==> config.mk <==
export PLATFORM = sky130hd
export DESIGN_NAME = pmic_sequence_sleep_control
export DESIGN_NICKNAME = d
export VERILOG_FILES = /design/src/hw/pmic_seq_pkg.sv /design/src/hw/pmic_sequence_sleep_control.sv
export SDC_FILE = /design/constraint.sdc
export NUM_CORES = 1
export LEC_CHECK = 0
export BUFFER_PORTS_ARGS = -buffer_cell sky130_fd_sc_hd__buf_2
export CAP_MARGIN = 40
export CORE_MARGIN = 1
export CORE_UTILIZATION = 45
export DETAILED_ROUTE_END_ITERATION = 10
export PLACE_DENSITY = 0.76
export REMOVE_ABC_BUFFERS = 1
export SLEW_MARGIN = 20
export SYNTH_ARGS = -nofsm -noshare
export SYNTH_HDL_FRONTEND = slang
export SYNTH_SLANG_ARGS = --single-unit
==> constraint.sdc <==
create_clock -name mclk -period 10.5 [get_ports mclk]
set_input_delay 0.525 -clock mclk [delete_from_list [all_inputs] [get_ports mclk]]
set_output_delay 0.525 -clock mclk [all_outputs]
set_load 0.01 [all_outputs]
==> src/hw/pmic_seq_pkg.sv <==
// Shared constants and types for the power sequencing and sleep control block.
package pmic_seq_pkg;

   // Clock and boot slot timing.
   localparam int unsigned CLK_PERIOD_NS = 100;
   localparam int unsigned SLOT_SHORT_NS = 500000;
   localparam int unsigned SLOT_LONG_NS  = 2000000;
   localparam int unsigned SLOT_SHORT_CYC_DFLT = (SLOT_SHORT_NS + CLK_PERIOD_NS - 1) / CLK_PERIOD_NS;
   localparam int unsigned SLOT_LONG_CYC_DFLT  = (SLOT_LONG_NS + CLK_PERIOD_NS - 1) / CLK_PERIOD_NS;

   // Slot numbers in which each resource comes up.
   localparam logic [3:0] SLOT_ZERO  = 4'h0;
   localparam logic [3:0] SLOT_PLL   = 4'h1;
   localparam logic [3:0] SLOT_CORE  = 4'h2;
   localparam logic [3:0] SLOT_IO    = 4'h3;
   localparam logic [3:0] SLOT_CLK   = 4'h5;
   localparam logic [3:0] SLOT_RESET = 4'h8;

   // APB register byte addresses.
   localparam logic [7:0] ADDR_DEV_CTRL  = 8'h00;
   localparam logic [7:0] ADDR_DEV_CTRL2 = 8'h04;
   localparam logic [7:0] ADDR_STATUS    = 8'h08;
   localparam logic [7:0] ADDR_MASK_ONE  = 8'h0C;
   localparam logic [7:0] ADDR_MASK_TWO  = 8'h10;
   localparam logic [7:0] ADDR_KEEP_ON   = 8'h14;
   localparam logic [7:0] ADDR_SET_OFF   = 8'h18;
   localparam logic [7:0] ADDR_EN_ASSIGN = 8'h1C;
   localparam logic [7:0] ADDR_OP_A      = 8'h20;
   localparam logic [7:0] ADDR_OP_B      = 8'h24;
   localparam logic [7:0] ADDR_SR_A      = 8'h28;
   localparam logic [7:0] ADDR_SR_B      = 8'h2C;
   localparam logic [7:0] ADDR_STATE     = 8'h30;

   // Control bit positions.
   localparam int CTL_CLK_GATE = 0;
   localparam int CTL_CLK_SRC  = 1;
   localparam int CTL_PIN_FUNC = 2;
   localparam int CTL_SLP_ALLOW = 3;
   localparam int CT2_SLOT_LEN = 0;
   localparam int CT2_IRQ_POL  = 1;
   localparam int CT2_SLP_POL  = 2;
   localparam int CT2_RESTORE  = 3;

   // Status flag positions; the sixth flag is masked by mask register two.
   localparam int FL_SUP_INS = 0;
   localparam int FL_PWR_HOLD = 1;
   localparam int FL_BUTTON  = 2;
   localparam int FL_HOT     = 3;
   localparam int FL_LOW_SUP = 4;
   localparam int FL_GPIO    = 5;

   // Resource positions in the enable, keep-on and set-off vectors.
   localparam int RS_CORE_A = 0;
   localparam int RS_CORE_B = 1;
   localparam int RS_IO     = 2;
   localparam int RS_PLL    = 3;
   localparam int RS_DIG2   = 4;

   // Synchronised input positions.
   localparam int IN_SLEEP = 0;
   localparam int IN_EN1   = 1;
   localparam int IN_EN2   = 2;
   localparam int IN_BTN   = 3;
   localparam int IN_SUP   = 4;
   localparam int IN_HOT   = 5;
   localparam int IN_LOW   = 6;
   localparam int IN_GPIO  = 7;

   // Reset values.
   localparam logic [3:0] DEV_CTRL_RST  = 4'h0;
   localparam logic [3:0] DEV_CTRL2_RST = 4'h1;
   localparam logic [4:0] MASK_ONE_RST  = 5'h01;
   localparam logic [6:0] BOOT_LEVEL    = 7'h00;

   typedef enum logic [2:0] {ST_NO_SUPPLY, ST_OFF, ST_SEQ, ST_ACTIVE, ST_SLEEP} pwr_state_e;

endpackage

==> src/hw/pmic_sequence_sleep_control.sv <==
// Boot sequencer, sleep control, voltage scaling and event flags with an APB register file.
//
// Implementation choices: the APB register port and the placing of the registers.
`timescale 1ns/1ps
`default_nettype none

// Contract
// - Slot lasts 0.5 ms or 2 ms.
// - Resources enable in slots; reset after eight.
// - Interrupt output polarity follows polarity bit.
// - Mask clear means auto power-on at insertion.
// - Slow clock source select drives clock mux.
// - Pin-function bit turns serial pins into enables.
// - Sleep input polarity selectable, default active low.
// - Sleep honoured only when sleep allowed.
// - No sleep entry while interrupt pending.
// - Wake restores levels, or boot levels.
// - Enable-assigned converters ignore the sleep input.
// - Enable high gives roof, low floor.
// - Floor operation low power unless keep-on.
// - Sleep reduces transient response unless keep-on.
// - Sleep switches off set-off resources.
// - Supply insertion sets supply-inserted flag.
// - Off-to-active sets power-hold flag, releases reset.
// - Button press flags and wakes device.
// - Over-temperature input sets its flag.
// - Low input supply sets its flag.
// - Pin event wakes only from sleep.
// - Clock-gate bit gates timekeeper clock.
module pmic_sequence_sleep_control
#(
   parameter int unsigned SLOT_SHORT_CYC = pmic_seq_pkg::SLOT_SHORT_CYC_DFLT,
   parameter int unsigned SLOT_LONG_CYC  = pmic_seq_pkg::SLOT_LONG_CYC_DFLT
)
(
   // Clock and reset.
   input  wire logic        mclk,
   input  wire logic        sys_rst,
   // APB slave.
   input  wire logic        psel,
   input  wire logic        penable,
   input  wire logic        pwrite,
   input  wire logic [7:0]  paddr,
   input  wire logic [31:0] pwdata,
   output logic [31:0]      prdata,
   output logic             pready,
   output logic             pslverr,
   // Asynchronous pins and analogue monitors.
   input  wire logic        sleepPin,
   input  wire logic        enablePinOne,
   input  wire logic        enablePinTwo,
   input  wire logic        powerButton,
   input  wire logic        supplyPresent,
   input  wire logic        overTempIn,
   input  wire logic        lowSupplyIn,
   input  wire logic        gpioEvent,
   // Resource controls.
   output logic [4:0]       resourceOn,
   output logic [4:0]       resourceLowPower,
   output logic [6:0]       coreALevel,
   output logic [6:0]       coreBLevel,
   output logic             slowClockOutOn,
   output logic             powerOnResetOutN,
   output logic             irqOut,
   // Static mode outputs.
   output logic             slowClockSourceRc,
   output logic             timekeeperClockGate,
   output logic             pinFunctionSelect
);
   import pmic_seq_pkg::*;

   typedef struct packed {
      pwr_state_e  state;
      logic [15:0] slotCnt;
      logic [3:0]  slot;
      logic [7:0]  sy1;
      logic [7:0]  sy2;
      logic [7:0]  prev;
      logic [3:0]  devCtrl;
      logic [3:0]  devCtrl2;
      logic [5:0]  status;
      logic [4:0]  maskOne;
      logic        maskTwo;
      logic [4:0]  keepOn;
      logic [4:0]  setOff;
      logic [1:0]  enAssign;
      logic [6:0]  opA;
      logic [6:0]  opB;
      logic [6:0]  srA;
      logic [6:0]  srB;
      logic [4:0]  resOn;
      logic [4:0]  lowPwr;
      logic [6:0]  lvlA;
      logic [6:0]  lvlB;
      logic        clkOn;
      logic        porN;
      logic        irq;
      logic [31:0] rdata;
      logic        ready;
      logic        slverr;
   } ctl_s;

   ctl_s q_ff;
   ctl_s nxt_q;

   // Voltage of a converter: roof from the operating level, floor when its pin is low.
   function automatic logic [6:0] coreLevel(input logic onPin, input logic pinHigh,
                                            input logic [6:0] roof, input logic [6:0] floorLvl);
      coreLevel = (onPin && !pinHigh) ? floorLvl : roof;
   endfunction

   // A resource is up once the sequence has reached its slot.
   function automatic logic slotReached(input logic [3:0] cur, input logic [3:0] mine);
      slotReached = cur >= mine;
   endfunction

   // Address decode shared by the write decode and the error answer.
   function automatic logic mapped(input logic [7:0] a);
      mapped = (a <= ADDR_STATE) && (a[1:0] == 2'h0);
   endfunction

   logic [7:0]  rise;
   logic [5:0]  setFlags;
   logic [5:0]  clrFlags;
   logic [5:0]  pending;
   logic        irqPending;
   logic        sleepReq;
   logic        wrEn;
   logic        setup;
   logic [15:0] slotLen;
   logic        inSleep;
   logic        pinOne;
   logic        pinTwo;
   logic        ctlA;
   logic        ctlB;
   logic        wake;
   logic [4:0]  seqOn;
   logic [4:0]  slpFree;

   always_comb
   begin
      nxt_q = q_ff;
      // Second stage only reads the first; all logic reads the second stage.
      nxt_q.sy1 = {gpioEvent, lowSupplyIn, overTempIn, supplyPresent,
                   powerButton, enablePinTwo, enablePinOne, sleepPin};
      nxt_q.sy2 = q_ff.sy1;
      nxt_q.prev = q_ff.sy2;
      rise = q_ff.sy2 & ~q_ff.prev;

      setup = psel && !penable;
      wrEn = psel && penable && q_ff.ready && pwrite;
      clrFlags = '0;
      setFlags = '0;

      // Register writes take effect at the completing access edge.
      if (wrEn && mapped(paddr))
      begin
         case (paddr)
            ADDR_DEV_CTRL:  nxt_q.devCtrl = pwdata[3:0];
            ADDR_DEV_CTRL2: nxt_q.devCtrl2 = pwdata[3:0];
            ADDR_STATUS:    clrFlags = pwdata[5:0];
            ADDR_MASK_ONE:  nxt_q.maskOne = pwdata[4:0];
            ADDR_MASK_TWO:  nxt_q.maskTwo = pwdata[0];
            ADDR_KEEP_ON:   nxt_q.keepOn = pwdata[4:0];
            ADDR_SET_OFF:   nxt_q.setOff = pwdata[4:0];
            ADDR_EN_ASSIGN: nxt_q.enAssign = pwdata[1:0];
            ADDR_OP_A:      nxt_q.opA = pwdata[6:0];
            ADDR_OP_B:      nxt_q.opB = pwdata[6:0];
            ADDR_SR_A:      nxt_q.srA = pwdata[6:0];
            ADDR_SR_B:      nxt_q.srB = pwdata[6:0];
            default:        nxt_q.slverr = q_ff.slverr;
         endcase
      end

      // The two interrupt masks together select wake and interrupt sources.
      pending = q_ff.status & ~{q_ff.maskTwo, q_ff.maskOne};
      irqPending = |pending;

      // Sleep level as seen after polarity.
      sleepReq = q_ff.devCtrl2[CT2_SLP_POL] ? q_ff.sy2[IN_SLEEP] : !q_ff.sy2[IN_SLEEP];

      slotLen = q_ff.devCtrl2[CT2_SLOT_LEN] ? 16'(SLOT_LONG_CYC) : 16'(SLOT_SHORT_CYC);

      // Pin events always raise their flags.
      setFlags[FL_BUTTON] = rise[IN_BTN];
      setFlags[FL_HOT] = rise[IN_HOT];
      setFlags[FL_LOW_SUP] = rise[IN_LOW];
      setFlags[FL_GPIO] = rise[IN_GPIO];

      wake = 1'b0;
      case (q_ff.state)
         ST_NO_SUPPLY:
         begin
            if (q_ff.sy2[IN_SUP])
            begin
               setFlags[FL_SUP_INS] = 1'b1;
               nxt_q.slot = SLOT_ZERO;
               nxt_q.slotCnt = '0;
               // With the mask clear the device powers up with no start-up reason.
               nxt_q.state = q_ff.maskOne[FL_SUP_INS] ? ST_OFF : ST_SEQ;
            end
         end
         ST_OFF:
         begin
            // A pin event is no start-up reason from off; the button is.
            if (rise[IN_BTN])
            begin
               nxt_q.slot = SLOT_ZERO;
               nxt_q.slotCnt = '0;
               nxt_q.state = ST_SEQ;
            end
         end
         ST_SEQ:
         begin
            if (q_ff.slotCnt >= slotLen - 16'h0001)
            begin
               nxt_q.slotCnt = '0;
               nxt_q.slot = q_ff.slot + 4'h1;
               if (q_ff.slot + 4'h1 == SLOT_RESET)
               begin
                  nxt_q.state = ST_ACTIVE;
                  setFlags[FL_PWR_HOLD] = 1'b1;
               end
            end
            else
            begin
               nxt_q.slotCnt = q_ff.slotCnt + 16'h0001;
            end
         end
         ST_ACTIVE:
         begin
            // Pending interrupts block sleep so no event is slept through.
            if (sleepReq && q_ff.devCtrl[CTL_SLP_ALLOW] && !irqPending)
            begin
               nxt_q.state = ST_SLEEP;
            end
         end
         ST_SLEEP:
         begin
            // Any unmasked event, including a pin event, wakes from sleep.
            if (!sleepReq || irqPending || rise[IN_BTN])
            begin
               wake = 1'b1;
               nxt_q.state = ST_ACTIVE;
            end
         end
         default:
         begin
            nxt_q.state = ST_NO_SUPPLY;
         end
      endcase

      // Losing the input supply drops everything regardless of state.
      if (!q_ff.sy2[IN_SUP])
      begin
         nxt_q.state = ST_NO_SUPPLY;
         nxt_q.slot = SLOT_ZERO;
         nxt_q.slotCnt = '0;
      end

      // A new event wins over a software clear in the same cycle.
      nxt_q.status = (q_ff.status & ~clrFlags) | setFlags;

      // Pre-sleep levels stay in place unless boot levels are requested.
      if (wake && q_ff.devCtrl2[CT2_RESTORE])
      begin
         nxt_q.opA = BOOT_LEVEL;
         nxt_q.opB = BOOT_LEVEL;
      end

      // Enable pins only exist when the serial pins are switched over.
      pinOne = q_ff.devCtrl[CTL_PIN_FUNC] ? q_ff.sy2[IN_EN1] : 1'b1;
      pinTwo = q_ff.devCtrl[CTL_PIN_FUNC] ? q_ff.sy2[IN_EN2] : 1'b1;
      ctlA = q_ff.enAssign[RS_CORE_A];
      ctlB = q_ff.enAssign[RS_CORE_B];

      inSleep = q_ff.state == ST_SLEEP;
      // Assigned converters are released from sleep control entirely.
      slpFree = {3'h0, ctlB, ctlA};

      seqOn[RS_PLL] = slotReached(q_ff.slot, SLOT_PLL);
      seqOn[RS_CORE_A] = slotReached(q_ff.slot, SLOT_CORE);
      seqOn[RS_CORE_B] = slotReached(q_ff.slot, SLOT_CORE);
      seqOn[RS_DIG2] = slotReached(q_ff.slot, SLOT_CORE);
      seqOn[RS_IO] = slotReached(q_ff.slot, SLOT_IO);

      if (q_ff.state == ST_SEQ || q_ff.state == ST_ACTIVE || q_ff.state == ST_SLEEP)
      begin
         // Set-off resources not assigned to an enable pin drop in sleep, the rest stay up.
         nxt_q.resOn = seqOn & ~({5{inSleep}} & q_ff.setOff & ~slpFree);
         // Default sleep behaviour is reduced transient response.
         nxt_q.lowPwr = {5{inSleep}} & ~q_ff.keepOn & ~slpFree;
         nxt_q.clkOn = slotReached(q_ff.slot, SLOT_CLK);
         nxt_q.porN = q_ff.slot == SLOT_RESET;
      end
      else
      begin
         nxt_q.resOn = '0;
         nxt_q.lowPwr = '0;
         nxt_q.clkOn = 1'b0;
         nxt_q.porN = 1'b0;
      end

      // Floor operation runs pulse-frequency mode unless kept on.
      if (ctlA)
      begin
         nxt_q.lowPwr[RS_CORE_A] = !pinOne && !q_ff.keepOn[RS_CORE_A];
      end
      if (ctlB)
      begin
         nxt_q.lowPwr[RS_CORE_B] = !pinTwo && !q_ff.keepOn[RS_CORE_B];
      end
      nxt_q.lvlA = coreLevel(ctlA, pinOne, q_ff.opA, q_ff.srA);
      nxt_q.lvlB = coreLevel(ctlB, pinTwo, q_ff.opB, q_ff.srB);

      // Interrupt stays asserted until every unmasked flag is cleared.
      nxt_q.irq = q_ff.devCtrl2[CT2_IRQ_POL] ? irqPending : !irqPending;

      // APB answers in the first cycle of the access phase.
      nxt_q.ready = setup;
      nxt_q.slverr = setup && !mapped(paddr);
      if (setup)
      begin
         case (paddr)
            ADDR_DEV_CTRL:  nxt_q.rdata = {28'h0000000, q_ff.devCtrl};
            ADDR_DEV_CTRL2: nxt_q.rdata = {28'h0000000, q_ff.devCtrl2};
            ADDR_STATUS:    nxt_q.rdata = {26'h0000000, q_ff.status};
            ADDR_MASK_ONE:  nxt_q.rdata = {27'h0000000, q_ff.maskOne};
            ADDR_MASK_TWO:  nxt_q.rdata = {31'h00000000, q_ff.maskTwo};
            ADDR_KEEP_ON:   nxt_q.rdata = {27'h0000000, q_ff.keepOn};
            ADDR_SET_OFF:   nxt_q.rdata = {27'h0000000, q_ff.setOff};
            ADDR_EN_ASSIGN: nxt_q.rdata = {30'h00000000, q_ff.enAssign};
            ADDR_OP_A:      nxt_q.rdata = {25'h0000000, q_ff.opA};
            ADDR_OP_B:      nxt_q.rdata = {25'h0000000, q_ff.opB};
            ADDR_SR_A:      nxt_q.rdata = {25'h0000000, q_ff.srA};
            ADDR_SR_B:      nxt_q.rdata = {25'h0000000, q_ff.srB};
            ADDR_STATE:     nxt_q.rdata = {25'h0000000, q_ff.state, q_ff.slot};
            default:        nxt_q.rdata = 32'h00000000;
         endcase
      end
   end

   always_ff @(posedge mclk or posedge sys_rst)
   begin
      if (sys_rst)
      begin
         q_ff <= '0;
         q_ff.state <= ST_NO_SUPPLY;
         q_ff.devCtrl <= DEV_CTRL_RST;
         q_ff.devCtrl2 <= DEV_CTRL2_RST;
         q_ff.maskOne <= MASK_ONE_RST;
         q_ff.maskTwo <= 1'b1;
         q_ff.opA <= BOOT_LEVEL;
         q_ff.opB <= BOOT_LEVEL;
         q_ff.srA <= BOOT_LEVEL;
         q_ff.srB <= BOOT_LEVEL;
         q_ff.irq <= 1'b1;
      end
      else
      begin
         q_ff <= nxt_q;
      end
   end

   assign prdata = q_ff.rdata;
   assign pready = q_ff.ready;
   assign pslverr = q_ff.slverr;
   assign resourceOn = q_ff.resOn;
   assign resourceLowPower = q_ff.lowPwr;
   assign coreALevel = q_ff.lvlA;
   assign coreBLevel = q_ff.lvlB;
   assign slowClockOutOn = q_ff.clkOn;
   assign powerOnResetOutN = q_ff.porN;
   assign irqOut = q_ff.irq;
   assign slowClockSourceRc = q_ff.devCtrl[CTL_CLK_SRC];
   assign timekeeperClockGate = q_ff.devCtrl[CTL_CLK_GATE];
   assign pinFunctionSelect = q_ff.devCtrl[CTL_PIN_FUNC];

endmodule

`default_nettype wire

# Word-level counts from Yosys, hierarchy flattened
# Cells that the tools add are included.
[word_totals]
regBits = 168
in_bits = 53
[classes]
n_addsub = 3
order_cmp = 6
eq_ne = 24
muxes = 38
n_bitwise = 15
n_reduce_logical = 48
[op_table]
columns = ["op", "count"]
rows = [
  ["$pmux W7 S13", 1],
  ["$pmux W20 S3", 1],
  ["$mux W23", 2],
  ["$mux W7", 6],
  ["$eq A8 B6 Y1 const B", 5],
  ["$eq A8 B5 Y1 const B", 4],
  ["$mux W28", 1],
  ["$and A5 B5 Y5", 5],
  ["$reduce_and A2 Y1", 12],
  ["$add A16 B1 Y16 const B", 1],
  ["$eq A8 B4 Y1 const B", 2],
  ["$ge A16 B16 Y1", 1],
  ["$mux W16", 1],
  ["$sub A15 B1 Y16 const B", 1],
  ["$mux W15", 1],
  ["$pmux W3 S5", 1],
  ["$logic_and A1 B1 Y1", 14],
  ["$mux W14", 1],
  ["$mux W1", 13],
  ["$and A6 B6 Y6", 2],
  ["$mux W3", 4],
  ["$mux W6", 2],
  ["$ne A3 B3 Y1 const B", 4],
  ["$not A6 Y6", 2],
  ["29 further kinds", 47],
]

# Longest topological paths before layout
[logic_depth]
word_depth = 10
depth_mapped = 9
mapped_depth_nobuf = 8

# Worst setup path after synthesis
# OpenSTA, ideal clock, no wires.
[synth_path]
kind = "reg2reg"
from = "register q_ff[113] in the netlist's numbering"
to = "register q_ff[148] in the netlist's numbering"
setup_ns = 0.124
t_arrival_ns = 2.121
setup_slack_ns = 8.255
stages_incl_launch_ff = 10
path_buffers = 1
synth_period_minus_slack_ns = 2.245
path_cell_list = "dfstp_2 -> inv_1 -> ha_1 -> a31o_2 -> a21oi_1 -> o31ai_2 -> or2_0 -> buf_2 -> nor4b_1 -> a211o_1"
[synth_via]
elab_chain_cells = 5
[synth_rtl]
columns = ["element", "line_no", "source"]
rows = [
  ["start, declared", "pmic_sequence_sleep_control.sv:103", "ctl_s q_ff;"],
  ["start signal, assigned", "pmic_sequence_sleep_control.sv:361", "q_ff <= nxt_q;"],
  ["$mux W15", "pmic_sequence_sleep_control.sv:182", "slotLen = q_ff.devCtrl2[CT2_SLOT_LEN] ? 16'(SLOT_LONG_CYC) : 16'(SLOT_SHORT_CYC);"],
  ["$sub A15 B1 Y16", "pmic_sequence_sleep_control.sv:215", "if (q_ff.slotCnt >= slotLen - 16'h0001)"],
  ["$ge A16 B16 Y1", "pmic_sequence_sleep_control.sv:215", ""],
  ["$ne A3 B3 Y1 (no line)", "--", ""],
  ["$reduce_and A3 Y1 (no line)", "--", ""],
]
# Every way passes these cells.
# A chain may end at the register's enable or synchronous reset.

# Worst setup path after layout
[layout_path]
from = "register q_ff[113] in the netlist's numbering"
to = "register q_ff[145] in the netlist's numbering"
# Same word-level chain as after synthesis.

==> results.md <==
* Outcome: finished clean
* Routed len/inst at 19.0 um
* Grt ovf at 0
* Crit start category: flip-flop
* Unrepaired setup endpoints after global routing: no
* Setup TNS at 0 ns
* DR vias at 4,827
* Ant diodes at 0
* Die height at 126 um
* GR Util met2 at 33.3%
* Most numerous cell in the Yosys netlist: dfrtp_1
* Endpoints failing hold at 0
* Unique masters post-synth at 69
* PortBufs at 66
* Hold crit path type: input port to async pin
* DRT iter0 DRCs at 407
* GRT busiest layer: met2
* CTS buffer count at 17
* Die Wd at 126 um
* Synthesized area per cell at 11.0 um2
* Synth top area cells: dfrtp_1 (49%), mux2_2 (9.6%), buf_4 (6.5%)
* Crit path arrival time at 3.00 ns
* Floorplan row count at 45
* Post-CTS setup buffers at 0
* Vias in the first global route at 4,878
* Inst Count DP at 829
* Core Area at 0.0151 mm2
* Initial Utilization at 45.9%
* WS Path Type: flip-flop to flip-flop
* Top cells by count, synth: dfrtp_1 (135), buf_4 (60), mux2_2 (59)
* Min Clock Period, post-route at 2.67 ns
* CP Data Required Time at 10.83 ns
* Hold_ws at 0.135 ns
* CTS tree: yes
* Share of cells above drive strength 1 at 27.4%
* Slew Limit Fails at 0
* Synthesized area at 0.00696 mm2
* Final WL at 16,400 um
* Fmax at 0.374 GHz
* Fin nets at 727
* Pwr Density at 167 mW/mm2
* Register Area at 0.00348 mm2
* Tightest Pin Transition at 0.974 ns
* DPL Wire Length at 11,500 um
* Ys Warns at 0
* Vias per inst at 5.60
* Non-Filler Instances at 862
* Mapped Cells at 631
* P&R area growth vs syn at 10.7%
* Largest net degree at the start of global routing at 59
* Clk_skew at 0.00819 ns
* Clk sink count at 139
* Die ar. at 0.0160 mm2
* EDFF count, synth at 0
* Sequential fraction of the synthesis area at 50.1%
* Drt drc at 0
* Slew HR at 33.4%
* Met3 Track Usage GR at 4.85%
* Crit Path Max Fanout at 7
* TritonRoute pass-1 iters at 4
* Clk_lat worst skew at 0.42 ns
* # fillers at 1,323
* Final Cycle Share at 25.4%
* Min setup slack post-route at 7.83 ns
* Hold_buf cts at 0
* Final setup fails at 0
* Clock-pin slew on the worst setup and hold paths at 0.06 ns
* Yosys top cell area share at 48.6%
* # IOs at 117
* Seq cells post-synth at 139
* First-pass GRT wire length at 26,200 um
* H-tree level count at 4
* Final RePlAce weighted congestion at 0.931
* Post-cts resize count at 0
* Area occupied by multi-input gates at 0.00294 mm2
* Pre-CTS WS at 7.66 ns
* Total track usage at 21.8%
* Antenna Nets Post-Route at 0
* Clk buf depth at 2
* Ys flop type: dfrtp_1
* Number of max-cap violations at 0
* IR drop worst, VDD at 0.110 mV
* Worst Setup End Kind: flip-flop
* Total power draw at 1.29 mW
* Static Leak at 3.76 nW
* Initial antenna violation count at 0
* Post-synth ARST share at 100%
* Root buffer cell: clkbuf_16
* Post-synth top area cell: dfrtp_1
* GR Layer Usage met1 at 29.3%
## worst paths after layout
check / start / end / slack [ns] / depth (start not counted)
setup / recovery: q_ff[113] / q_ff[145] / 7.83 / 9
hold / removal: sys_rst / coreALevel[4] / 0.13 / 2
setup reg to reg: q_ff[113] / q_ff[145] / 7.83 / 9
hold reg to reg: nxt_q[136] / nxt_q[128] / 0.35 / 0
max in group asynchronous: sys_rst / q_ff[101] / 9.22 / 4
min in group mclk: sleepPin / nxt_q[129] / 0.21 / 1
## layout by cell type (no fill, tap or decap), types with 8 or more instances in the layout
cell / n
xor2_1: 8
ha_1: 13
conb_1: 25
nor2_1: 52
a21oi_1: 18
mux2_2: 59
and3_1: 12
dfrtp_1: 135
clkbuf_16: 17
nand3_1: 24
o21ai_0: 21
buf_2: 66
nand2_1: 33
nor3_1: 13
mux2i_1: 22
a22o_1: 11
inv_1: 13
## sequential cells by signal (all words and copies together), names as in the netlist
signal	flops
powerOnResetOutN	1
irqOut	1
coreBLevel	7
resourceLowPower	5
prdata	7
coreALevel	7
slowClockOutOn	1
pinFunctionSelect	1
resourceOn	5
q_ff	82
slowClockSourceRc	1
pslverr	1
nxt_q	16
ctlB	1
timekeeperClockGate	1
pready	1
ctlA	1
## where the power goes
| part | internal [mW] | switching [mW] | total, mW |
|---|---|---|---|
| combinational | 0.0341 | 0.0832 | 0.117 |
| sequential | 0.550 | 0.0192 | 0.569 |
| clock | 0.364 | 0.235 | 0.599 |
## worst max-delay path, stage by stage (launching register included)
cell and delay [ns]:
dfstp_2 0.60, inv_1 0.13, ha_1 0.32, a31o_2 0.25
a21oi_1 0.19, o31ai_2 0.12, nor3_1 0.39, nor2_1 0.21
buf_4 0.22, o21ai_0 0.15
## logic make-up (layout without fill, tap and decap cells)
kind of cell / Yosys count / in the layout / synth area share [%]
buffers and inverters: 98 / 117 / 8.92
xor gates and xnor gates: 12 / 12 / 1.51
AOI/OAI and AO/OA: 92 / 92 / 9.12
muxes: 82 / 82 / 13.0
DFF: 139 / 139 / 50.1
and+or+nand+nor: 194 / 194 / 14.9
other: 1 / 25 / 0.0539
adders and majority gates: 13 / 13 / 2.34
## cell type report
type	count	area share, %
clock inverters	12	1.80
inverters	14	0.747
well taps	188	3.05
multi-input cells	418	38.2
clock buffers	20	5.93
repair buffers	71	5.04
flip-flops and latches	139	45.2
## per-layer routing
layer  part of all wire, %  wire length (um)
met1                    46              7470
met2                    46              7510
met3                   5.8               942
met4                   2.6               432
met5                     0                 0
## metrics by stage
step / utilization, % / cell area (um2)
detailed placement: 46.9 / 7100
global placement: 46.6 / 7060
CTS: 50.8 / 7690
finish: 50.9 / 7700
global route: 50.9 / 7700
floorplan: - / 6480
Note: power is estimated with default switching activity, not from simulation.
